<file path="src/pkg/eip_pkg.sv">
package eip_pkg;
  // ****************************************
  // vector types
  // ****************************************
  localparam int EIP_NUM_IRQ = 5;
  localparam logic [7:0] EIP_TYPE_NMI = 8'h02;
  localparam logic [7:0] EIP_TYPE_IRQ0 = 8'h0c;
  localparam logic [7:0] EIP_TYPE_IRQ1 = 8'h0d;
  localparam logic [7:0] EIP_TYPE_IRQ2 = 8'h0e;
  localparam logic [7:0] EIP_TYPE_IRQ3 = 8'h0f;
  localparam logic [7:0] EIP_TYPE_IRQ4 = 8'h11;
  // ****************************************
  // reset values and timing
  // ****************************************
  localparam logic [4:0] EIP_MASK_RST = 5'h1f;
  localparam int EIP_ACK_CYCLES = 2;
  // two synchroniser stages plus the registered pin enable
  localparam int EIP_SETTLE_CYCLES = 3;
  typedef enum logic [2:0] {
    EIP_IDLE = 3'b001,
    EIP_ACK = 3'b010,
    EIP_WAIT = 3'b100
  } eip_state_t;
endpackage : eip_pkg

</file>
<file path="src/design/eip_sync.sv">
`timescale 1ns/10ps
module eip_sync #(
  parameter int WIDTH = 1
) (
  input wire logic clk_sys,
  input wire logic resetn,
  input wire logic [WIDTH-1:0] async_in,
  output logic [WIDTH-1:0] sync_out
);
  logic [WIDTH-1:0] meta_q;
  logic [WIDTH-1:0] sync_q;
  always_ff @(posedge clk_sys) begin
    if (!resetn) begin
      meta_q <= '0;
      sync_q <= '0;
    end else begin
      meta_q <= async_in;
      sync_q <= meta_q;
    end
  end
  assign sync_out = sync_q;
endmodule : eip_sync

</file>
<file path="src/design/eip_top.sv">
// What this block does
// - five external requests, active high, maskable, each diverts program flow.
// - input zero vectors to type 12, input one to type 13.
// - inputs two, three, four vector to 14, 15, 17; 16 unused.
// - inputs zero and one pair with acknowledge lines for cascade expansion.
// - acknowledge zero, active low, answers input zero; requester waits for it.
// - acknowledge one, active low, answers input one; shares pin with input three.
// - nmi assertion latched internally, serviced as type 2 regardless of masks.
`timescale 1ns/10ps
module eip_top
  import eip_pkg::*;
(
  input wire logic clk_sys,
  input wire logic resetn,
  input wire logic ext_irq_zero,
  input wire logic ext_irq_one,
  input wire logic ext_irq_two_in,
  input wire logic ext_irq_three_in,
  input wire logic ext_irq_four,
  input wire logic nmi,
  input wire logic cascade_en,
  input wire logic [4:0] irq_mask,
  input wire logic intr_ack,
  output logic irq_ack_zero_low,
  output logic irq_ack_zero_oe,
  output logic irq_ack_one_low,
  output logic irq_ack_one_oe,
  output logic intr_req,
  output logic [7:0] intr_type,
  output logic [4:0] irq_pending
);
  // ****************************************
  // input synchronisers
  // ****************************************
  logic [5:0] raw_s;
  logic [5:0] pin_s;

  // nmi rides the same two stages, so every pin sees one delay
  assign raw_s = {nmi, ext_irq_four, ext_irq_three_in, ext_irq_two_in, ext_irq_one, ext_irq_zero};
  eip_sync #(.WIDTH(6)) u_sync (
    .clk_sys(clk_sys),
    .resetn(resetn),
    .async_in(raw_s),
    .sync_out(pin_s)
  );

  // ****************************************
  // request capture
  // ****************************************
  eip_state_t state_q, state_d;
  logic [4:0] req_lvl;
  logic [4:0] svc_sel;
  logic nmi_prev_q, nmi_prev_d;
  logic nmi_lat_q, nmi_lat_d;
  logic take;
  logic [EIP_SETTLE_CYCLES-1:0] casc_hist_q, casc_hist_d;
  logic shared_off;

  // the shared pins still read the driven ack level until the synchroniser drains
  always_comb begin
    casc_hist_d = {casc_hist_q[EIP_SETTLE_CYCLES-2:0], cascade_en};
    shared_off = cascade_en || (|casc_hist_q);
  end

  always_ff @(posedge clk_sys) begin
    if (!resetn) begin
      casc_hist_q <= '0;
    end else begin
      casc_hist_q <= casc_hist_d;
    end
  end

  // in cascade mode the shared pins carry acknowledges, so their requests are ignored
  always_comb begin
    req_lvl = pin_s[4:0] & ~irq_mask;
    if (shared_off) begin
      req_lvl[2] = 1'b0;
      req_lvl[3] = 1'b0;
    end
  end

  // fixed priority, lowest input wins
  always_comb begin
    svc_sel = '0;
    for (int i = EIP_NUM_IRQ - 1; i >= 0; i--) begin
      if (req_lvl[i]) begin
        svc_sel = '0;
        svc_sel[i] = 1'b1;
      end
    end
  end

  // edge caught so a short pulse is not lost; set wins over the service clear
  assign take = (state_q == EIP_IDLE) && intr_ack && intr_req;

  always_comb begin
    nmi_prev_d = pin_s[5];
    nmi_lat_d = nmi_lat_q;
    if (take && nmi_lat_q) begin
      nmi_lat_d = 1'b0;
    end
    if (pin_s[5] && !nmi_prev_q) begin
      nmi_lat_d = 1'b1;
    end
  end

  always_ff @(posedge clk_sys) begin
    if (!resetn) begin
      nmi_prev_q <= 1'b0;
      nmi_lat_q <= 1'b0;
    end else begin
      nmi_prev_q <= nmi_prev_d;
      nmi_lat_q <= nmi_lat_d;
    end
  end

  // ****************************************
  // service sequencer
  // ****************************************
  logic [7:0] type_q, type_d;
  logic req_q, req_d;
  logic ack0_q, ack0_d;
  logic ack1_q, ack1_d;
  logic [1:0] cnt_q, cnt_d;
  logic [4:0] pend_q, pend_d;

  always_comb begin
    pend_d = req_lvl;
    state_d = state_q;
    type_d = type_q;
    req_d = 1'b0;
    ack0_d = 1'b1;
    ack1_d = 1'b1;
    cnt_d = cnt_q;
    case (state_q)
      EIP_IDLE: begin
        if (nmi_lat_d) begin
          type_d = EIP_TYPE_NMI;
          req_d = 1'b1;
        end else begin
          req_d = |req_lvl;
          if (svc_sel[0]) type_d = EIP_TYPE_IRQ0;
          else if (svc_sel[1]) type_d = EIP_TYPE_IRQ1;
          else if (svc_sel[2]) type_d = EIP_TYPE_IRQ2;
          else if (svc_sel[3]) type_d = EIP_TYPE_IRQ3;
          else if (svc_sel[4]) type_d = EIP_TYPE_IRQ4;
        end
        if (take) begin
          req_d = 1'b0;
          // the ack follows the vector just handed over, not the next pick
          if (cascade_en && (type_q == EIP_TYPE_IRQ0 || type_q == EIP_TYPE_IRQ1)) begin
            state_d = EIP_ACK;
            cnt_d = 2'(EIP_ACK_CYCLES - 1);
            ack0_d = (type_q != EIP_TYPE_IRQ0);
            ack1_d = (type_q != EIP_TYPE_IRQ1);
          end else begin
            state_d = EIP_WAIT;
          end
        end
      end
      EIP_ACK: begin
        ack0_d = ack0_q;
        ack1_d = ack1_q;
        if (cnt_q == 2'h0) begin
          ack0_d = 1'b1;
          ack1_d = 1'b1;
          state_d = EIP_WAIT;
        end else begin
          cnt_d = cnt_q - 2'h1;
        end
      end
      EIP_WAIT: begin
        // waiting here until intr_ack drops lets a served level drop before it is sampled again
        if (!intr_ack) state_d = EIP_IDLE;
      end
      default: state_d = EIP_IDLE;
    endcase
  end

  always_ff @(posedge clk_sys) begin
    if (!resetn) begin
      state_q <= EIP_IDLE;
      type_q <= 8'h00;
      req_q <= 1'b0;
      ack0_q <= 1'b1;
      ack1_q <= 1'b1;
      cnt_q <= 2'h0;
      pend_q <= 5'h00;
    end else begin
      state_q <= state_d;
      type_q <= type_d;
      req_q <= req_d;
      ack0_q <= ack0_d;
      ack1_q <= ack1_d;
      cnt_q <= cnt_d;
      pend_q <= pend_d;
    end
  end

  // ****************************************
  // outputs
  // ****************************************
  logic oe_q, oe_d;

  // the pins turn around one cycle after the mode bit, like every other output
  always_comb begin
    oe_d = cascade_en;
  end

  always_ff @(posedge clk_sys) begin
    if (!resetn) begin
      oe_q <= 1'b0;
    end else begin
      oe_q <= oe_d;
    end
  end

  assign intr_req = req_q;
  assign intr_type = type_q;

  assign irq_ack_zero_low = ack0_q;
  assign irq_ack_one_low = ack1_q;
  assign irq_ack_zero_oe = oe_q;
  assign irq_ack_one_oe = oe_q;
  assign irq_pending = pend_q;
endmodule : eip_top

</file>
<file path="config.mk">
export PLATFORM = sky130hd
export DESIGN_NAME = eip_top
export DESIGN_NICKNAME = d
export VERILOG_FILES = /design/src/pkg/eip_pkg.sv /design/src/design/eip_sync.sv /design/src/design/eip_top.sv
export SDC_FILE = /design/constraint.sdc
export NUM_CORES = 1
export LEC_CHECK = 0
export BUFFER_PORTS_ARGS = -buffer_cell sky130_fd_sc_hd__buf_4
export CAP_MARGIN = 20
export CORE_MARGIN = 1.5
export CORE_UTILIZATION = 40
export DETAILED_ROUTE_END_ITERATION = 8
export PLACE_DENSITY = 0.62
export SETUP_SLACK_MARGIN = 0.02
export SLEW_MARGIN = 30
export SYNTH_ARGS = -nofsm -noshare
export SYNTH_HDL_FRONTEND = slang
export SYNTH_SLANG_ARGS = --single-unit
</file>
<file path="constraint.sdc">
create_clock -name clk_sys -period 2.4 [get_ports clk_sys]
set_input_delay 0.12 -clock clk_sys [delete_from_list [all_inputs] [get_ports clk_sys]]
set_output_delay 0.12 -clock clk_sys [all_outputs]
set_load 0.02 [all_outputs]
</file>
==> key figures, run 1 <==
Outcome
  – Outcome: finished, final reports clean

Place
  – Pre-CTS setup slack: ~0.87 ns
  – Final GP Congestion: between 0.7 and 0.8
  – Hpwl dp: 1745 um
  – Port Buffer Count: 29

Timing
  – RSZ-0062 raised after global routing: false
  – Final setup skew: about 0.0089 ns
  – Final hold viol count: 0
  – Final setup vio count: 0
  – F_max: ~650 MHz
  – TNS Setup: 0 ns
  – Final min period: ~1.5 ns
  – Worst setup margin: 0.8591 ns
  – Final period util: 0.6421
  – Max-slew violation count: 0

Die
  – Die X: between 50 and 60 um
  – Initial Utilization: 0.4217
  – Die Y-Extent: about 60 um
  – Io pins: 33
  – Row count: 20
  – Total core area: approximately 3100 um2
  – Die area: between 3000 and 4000 um2

Layout
  – FF+latch area: roughly 680 um2
  – Most frequent cells in the layout: dfxtp_1, buf_4, and2_1
  – Synth-to-layout area growth: 24.68%
  – Fillers: 312
  – Area of the multi-input gates: about 530 um2
  – Ant diodes: 0
  – Fin nets: around 180
  – Layout cells sized above 1: 0.2711
  – Commonest non-fill, non-tap cell in the layout: dfxtp_1

Global routing
  – Initial antenna violation count: 0
  – Largest net degree at the start of global routing: 28
  – Total congestion overflow: 0
  – Vias in the first global route: 1003
  – First-pass GRT wire length: between 4000 and 5000 um
  – Gr usage total: 0.1584

Clock tree
  – CTS Buf Count: 5
  – Post-CTS setup buffers: 0
  – Clk_lat worst skew: 0.34 ns
  – Clock transition at path regs: ~0.09 ns
  – CTS tree: done
  – Root Driver: clkbuf_4
  – Clk buf depth: 2
  – H-tree levels: 2
  – Clk sinks: 34
  – Hold Buf Count CTS: 6
  – CTS resizes: 0

Worst setup path
  – Worst setup EP type: flop
  – Critical path launch point type: flop
  – WP data required: 2.67 ns
  – Crit path max fanout: 4
  – Crit path kind: flop to flop
  – Critical Path AT: around 1.8 ns

Route
  – DRT iter0 DRCs: 23
  – Pre-antenna DRT Iters: 4
  – Via count: 1016
  – Antenna viol nets, final: 0
  – WL final: between 2000 and 2500 um
  – Via density: 4.838
  – DRC viols: 0
  – Routed len/inst: roughly 11 um

Power and ir drop
  – Leak: roughly 0.00068 uW
  – Peak supply drop: 0.3729 mV
  – Power per Cell Area: 636.6 nW/um2

Logic synthesis
  – Post-Synth Simple-Gate Area: 0.2672
  – Area leader, netlist: dfxtp_1
  – Post-synthesis xor/xnor area fraction: 0
  – Largest family of logic cells by synthesized area: simple AND/OR/NAND/NOR gates
  – Mux contribution to synthesized area: 0.01652
  – Sequential fraction of the synthesis area: 0.5287
  – Syn Area/Cell: slightly below 10 um2
  – Flops & latches, synth: 34
  – Cell Area, Synth: 1287 um2
  – Share of the synthesized area in the top cell type: 0.5287
  – Syn. warnings: 0
  – Largest cells by area after synthesis: dfxtp_1, and2_1, buf_4, nor2_1, o21ai_0
  – Compound-Gate Fraction of Synth Area: 0.1118
  – Syn Inst Count: 131
  – Adder-Cell Fraction of Synth Area: 0.009718
  – Synth unique cells: 37

Run
  – Max-Cap Viols: 0

Min path
  – Worst Hold Class: input pin to flop
## per-layer routing
| layer | routed length, um | GRT usage | part of all wire |
|---|---|---|---|
| met1 | 1016 | 0.1775 | 0.43 |
| met3 | 114 | 0.04762 | 0.048 |
| met4 | 78 | 0.1048 | 0.033 |
| met5 | 0 | 0 | 0 |
| met2 | 1170 | 0.2578 | 0.49 |
## power by group
group	switching (uW)	internal (uW)	leakage (uW)
registers	16.1	589	0.000278
logic	68.6	66.5	0.000373
clock network	177	105	0.0000308
## metrics by stage
step	cells	cell area (um2)	util	hold WS, ns	power [uW]
4_1_cts	210	1605	0.5258	0.01301	1032
5_1_grt	210	1605	0.5258	0.008856	1074
2_1_floorplan	133	1295	-	0.2473	708.3
3_3_place_gp	197	1498	0.4906	0.3290	742.0
3_5_place_dp	197	1498	0.4906	0.3334	746.0
6_report	210	1605	0.5258	0.02640	1022
## final cells by class
class / instances / area share
clock buffer: 5 / 0.02338
inverter: 3 / 0.007015
clock inverter: 2 / 0.006235
multi-input combinational: 87 / 0.3320
sequential: 34 / 0.4240
tap: 44 / 0.03429
timing repair buffer: 35 / 0.1730
## critical path, stage by stage (launching register included)
cell	delay, ns
dfxtp_1	0.32
or4_4	0.53
a21o_1	0.20
a31oi_1	0.24
mux2i_1	0.20
## synthesized netlist by cell type, drive strengths merged
cell	count
a2111oi	1
a211o	1
a211oi	1
a21o	2
a21oi	6
a31oi	3
and2	20
and2b	2
and3	2
and4	1
buf	6
clkbuf	3
conb	1
dfxtp	34
ha	1
inv	3
mux2	1
mux2i	1
nand2	4
nand2b	3
nand3	1
nor2	10
nor2b	4
nor3	4
nor3b	2
o2111a	1
o21ai	7
o41ai	1
or2	2
or2b	1
or4	2
## state kept, by name, indices dropped and copies added (netlist names)
name / count
nmi_prev_q: 1
intr_type: 4
cnt_q: 2
nmi_lat_q: 1
u_sync.meta_q: 6
irq_ack_one_low: 1
irq_pending: 5
state_q: 3
casc_hist_q: 3
u_sync.sync_out: 6
irq_ack_zero_low: 1
intr_req: 1
## worst paths after layout
path                                        from            endpoint  slack [ns]  cells past startpoint
worst max-delay path              casc_hist_q[1]        intr_type[0]        0.86                      4
worst min-delay path                  cascade_en      casc_hist_q[0]        0.03                      2
worst max register to register    casc_hist_q[1]        intr_type[0]        0.86                      4
worst min register to register  u_sync.meta_q[1]  u_sync.sync_out[1]        0.44                      1
## cells by family (layout without fill, tap and decap cells)
| logic type | after synthesis | count (layout) |
|---|---|---|
| other | 1 | 3 |
| multiplexers | 2 | 2 |
| buffers and inverters | 12 | 45 |
| AND/OR/NAND/NOR | 58 | 58 |
| flip-flops | 34 | 34 |
| adder cells (fa/ha/maj) | 1 | 1 |
| AO/OA/AOI/OAI | 23 | 23 |
Note: power is estimated with default switching activity, not from simulation.
==> run 2, diff against run 1 <==
- clock period: 2.4 -> 1.5 ns (I/O delays scaled with it)
==> key figures, run 2 (synthesis gave the netlist of run 1 again) <==
Global routing
  – First-pass GRT wire length: 4264 um
  – Gr usage total: 0.1622
  – Largest net degree at the start of global routing: 27
  – Initial antenna violation count: 0
  – Vias in the first global route: 1006
  – Total congestion overflow: 0

Min path
  – Worst Hold Class: input pin to flop

Die
  – Die X: approximately 60 um
  – Total core area: slightly above 3000 um2
  – Die Y-Extent: approximately 60 um
  – Die area: around 3600 um2
  – Initial Utilization: 0.4217
  – Io pins: 33
  – Row count: 20

Clock tree
  – Clk_lat worst skew: around 0.34 ns
  – Clk buf depth: 2
  – Clock transition at path regs: around 0.11 ns
  – Clk sinks: 34
  – CTS Buf Count: 5
  – CTS tree: done
  – Root Driver: clkbuf_4
  – H-tree levels: 2

Route
  – Pre-antenna DRT Iters: 4
  – DRC viols: 0
  – Via count: 1021
  – Via density: ~4.7
  – Routed len/inst: about 12 um
  – WL final: ~2500 um
  – DRT iter0 DRCs: 23
  – Antenna viol nets, final: 0

Layout
  – Ant diodes: 0
  – Post-layout util: 0.5635
  – Commonest non-fill, non-tap cell in the layout: buf_4
  – Most frequent cells in the layout: buf_4, dfxtp_1, and2_1
  – Fillers: around 310
  – Non-filler instance count after layout: about 220
  – Synth-to-layout area growth: 33.62%
  – Layout cells sized above 1: 0.3333
  – Fin nets: ~190

Timing
  – TNS Setup: 0 ns
  – Final setup vio count: 0
  – Final hold viol count: 0
  – Worst setup margin: between 0.0001 and 0.00015 ns
  – Final min period: 1.500 ns
  – Max-slew violation count: 0
  – RSZ-0062 raised after global routing: true
  – F_max: between 600 and 700 MHz
  – Final setup skew: approximately 0.014 ns
  – Final period util: 0.9999

Place
  – Pre-CTS setup slack: -0.03331 ns
  – Hpwl dp: between 1500 and 2000 um
  – Final GP Congestion: 0.7932
  – Port Buffer Count: 29
  – Placed cells: around 200

Outcome
  – Outcome: finished, final reports clean

Worst setup path
  – Critical Path AT: between 1.5 and 2 ns
  – Critical path launch point type: flop
  – Crit path max fanout: 3
  – Worst setup EP type: flop
  – WP data required: 1.77 ns
  – Crit path kind: flop to flop

Power and ir drop
  – Power per Cell Area: ~1100 nW/um2
  – Peak supply drop: approximately 0.70 mV
  – Leak: between 0.0007 and 0.0008 uW

Run
  – Max-Cap Viols: 0
run 2: cell types whose count changed in the layout (fill, tap and decap cells not counted), sizes merged:
cell,change
buf,+6
clkbuf,+3
clkinv,-2
dlygate4sd3,+1
run 2: stage by stage:
stage | hold WS (ns) | cell area [um2] | power [uW]
after global routing | 0.007053 | 1720 | 1919
after global placement | 0.2857 | 1536 | 1196
after floorplan | 0.2023 | 1296 | 1134
after CTS | 0.01051 | 1700 | 1834
final | 0.01632 | 1720 | 1831
after detailed placement | 0.2868 | 1536 | 1202
run 2: layout make-up:
cell class                      count  area [um2]  share of cell area
Sequential cell                    34       684.4              0.3978
Multi-Input combinational cell     87       558.0              0.3244
Timing Repair Buffer               42       332.8              0.1935
Clock buffer                        8       78.83             0.04582
Tap cell                           44       55.05             0.03200
Inverter                            3       11.26            0.006545
run 2: power breakdown:
part / switching, uW / total (uW) / internal (uW)
clock: 302 / 622 / 320
sequential: 25.2 / 968 / 942
combinational: 119 / 242 / 122
total: 446 / 1830 / 1380
run 2: what timing repair did:
action / CTS / global route
pin swaps: 2 / 0
hold buffers: 7 / 0
endpoints found under the setup margin: 3 / 8
endpoints found under the hold margin: 7 / 0
buffers inserted: 1 / 0
gates resized for setup: 2 / 4
cloned: 0 / 0
run 2: worst paths after layout:
| path | startpoint | endpoint | slack (ns) | cells past startpoint |
|---|---|---|---|---|
| worst max register to register | casc_hist_q[0] | intr_type[3] | 0.0001 | 4 |
| worst min-delay path | irq_mask[3] | irq_pending[3] | 0.02 | 3 |
| worst max-delay path | casc_hist_q[0] | intr_type[3] | 0.0001 | 4 |
| worst min register to register | u_sync.meta_q[0] | u_sync.sync_out[0] | 0.44 | 1 |
run 2: critical path, cell delays in order (launching register included):
cell     delay [ns]
dfxtp_2        0.34
or4_4          0.49
a21o_1         0.23
a211o_1        0.27
a21oi_1        0.11
run 2: metal layers:
metal | part of all wire | up-vias | global-route usage | wire length, um
li1 | - | 519 | - | -
met1 | 0.44 | 468 | 0.1862 | 1117
met2 | 0.49 | 26 | 0.2593 | 1222
met3 | 0.054 | 8 | 0.05411 | 135
met4 | 0.016 | 0 | 0.09841 | 40
met5 | 0 | - | 0 | 0
==> run 3, diff against run 2 <==
- CELL_PAD_IN_SITES_DETAIL_PLACEMENT: default -> 0
- CELL_PAD_IN_SITES_GLOBAL_PLACEMENT: default -> 2
- CORE_UTILIZATION: 40 -> 31
- PLACE_DENSITY: 0.62 -> 0.76
==> key figures, run 3 (synthesis gave the netlist of run 1 again) <==
Timing
  – Final setup skew: around 0.0052 ns
  – Final setup vio count: 0
  – F_max: slightly below 700 MHz
  – TNS Setup: 0 ns
  – Worst setup margin: between 0.015 and 0.02 ns
  – Final period util: 0.9893
  – Max-slew violation count: 0
  – RSZ-0062 raised after global routing: true
  – Final min period: about 1.5 ns
  – Hold Worst Slack: ~0.035 ns
  – Final hold viol count: 0

Place
  – Pre-CTS setup slack: -0.01099 ns
  – Placed cells: between 200 and 250
  – Placed cell areas: about 1500 um2
  – Hpwl dp: between 1500 and 2000 um
  – Final GP Congestion: 0.8826
  – Port Buffer Count: 29

Clock tree
  – CTS tree: done
  – Clock transition at path regs: 0.07 ns
  – Root Driver: clkbuf_8
  – Post-CTS setup buffers: 0
  – Clk buf depth: 2
  – Clk sinks: 34
  – CTS Buf Count: 5
  – Clk_lat worst skew: 0.28 ns
  – H-tree levels: 2

Route
  – Pre-antenna DRT Iters: 4
  – DRT iter0 DRCs: 13
  – Routed len/inst: approximately 12 um
  – Via density: between 4 and 5
  – DRC viols: 0
  – Via count: approximately 1.0k
  – Antenna viol nets, final: 0
  – WL final: between 2000 and 3000 um

Power and ir drop
  – Internal power: around 1400 uW
  – Leak: slightly above 0.0007 uW
  – Peak supply drop: ~0.66 mV
  – Power per Cell Area: 1070 nW/um2
  – P_sw: about 430 uW
  – Sw frac: 0.2401
  – Clock share of power: 0.339
  – Combinational fraction of design power: 0.126
  – Sequential power share: 0.535

Die
  – Total core area: ~4000 um2
  – Die Y-Extent: just under 70 um
  – Initial Utilization: 0.3219
  – Die X: around 67 um
  – Io pins: 33
  – Row count: 23
  – Die area: 4549 um2

Worst setup path
  – Kind of cell with the highest combined delay on the critical path: compound AO/OA/AOI/OAI gates
  – WP data required: approximately 1.7 ns
  – Worst setup EP type: flop
  – Critical Path AT: between 1.5 and 2 ns
  – Crit path kind: flop to flop
  – CP max stage cell: or4_4
  – Worst reg-to-reg setup slack: about 0.016 ns
  – Critical path launch point type: flop
  – WP buf/inv: 0
  – CP cell instances: or4_4 > a21o_1 > a211o_1 > a21oi_1
  – Crit path max fanout: 4
  – Worst path max stage delay: roughly 0.5 ns

Layout
  – Most frequent cells in the layout: buf_4, dfxtp_1, and2_1
  – Layout cells sized above 1: 0.2982
  – Fin nets: 187
  – Commonest non-fill, non-tap cell in the layout: buf_4
  – Fillers: around 410
  – Post-route cell area: around 1700 um2
  – Synth-to-layout area growth: 31.49%
  – FF+latch area: 681.9 um2
  – Area of the multi-input gates: about 550 um2
  – Non-filler instance count after layout: roughly 220
  – Ant diodes: 0

Global routing
  – Total congestion overflow: 0
  – Gr usage total: 0.1339
  – Initial antenna violation count: 0
  – Vias in the first global route: a little under 1k
  – First-pass GRT wire length: 4305 um
  – Largest net degree at the start of global routing: 27

Run
  – Max-Cap Viols: 0

Min path
  – Worst Hold Class: input pin to flop

Outcome
  – Outcome: finished, final reports clean
==> run 3: cell types whose count changed in the layout (fill, tap and decap cells not counted), sizes merged <==
cell,delta
dlygate4sd3,-1
clkbuf,-1
buf,-1
==> run 3: stage by stage <==
step / util / power (uW)
floorplan: - / 1134
global placement: 0.3860 / 1200
detailed placement: 0.3860 / 1203
CTS: 0.4216 / 1843
global route: 0.4232 / 1910
finish: 0.4232 / 1811
==> run 3: layout make-up <==
type	instances	share of cell area
clock buffer	7	0.04509
timing repair buffer	40	0.1863
tap	50	0.03695
sequential	34	0.4028
multi-input combinational	87	0.3222
inverter	3	0.006652
==> run 3: what timing repair did <==
action,CTS,global route
hold buffers,6,0
hold endpoints to repair,6,0
endpoints found under the setup margin,3,7
resized for setup,1,2
pin swaps,3,1
==> run 3: path summary, 6_finish.rpt <==
path               startpoint            endpoint  cells after the start
max reg2reg    casc_hist_q[0]        intr_type[3]                      4
min reg2reg  u_sync.meta_q[0]  u_sync.sync_out[0]                      1
min                cascade_en      casc_hist_q[0]                      2
max            casc_hist_q[0]        intr_type[3]                      4
==> run 3: power by group through the flow <==
stage	registers [uW]	logic, uW	clock network (uW)
2_1_floorplan	1000	131	0
4_1_cts	970	229	644
6_report	969	227	615
5_1_grt	974	249	686
3_5_place_dp	990	213	0
3_3_place_gp	988	212	0
==> run 3: routing by layer <==
layer,part of all wire,track usage,vias up
li1,-,-,514
met1,0.44,0.1480,465
met2,0.50,0.2203,20
met3,0.051,0.05500,4
met4,0.014,0.06888,0
met5,0,0,-
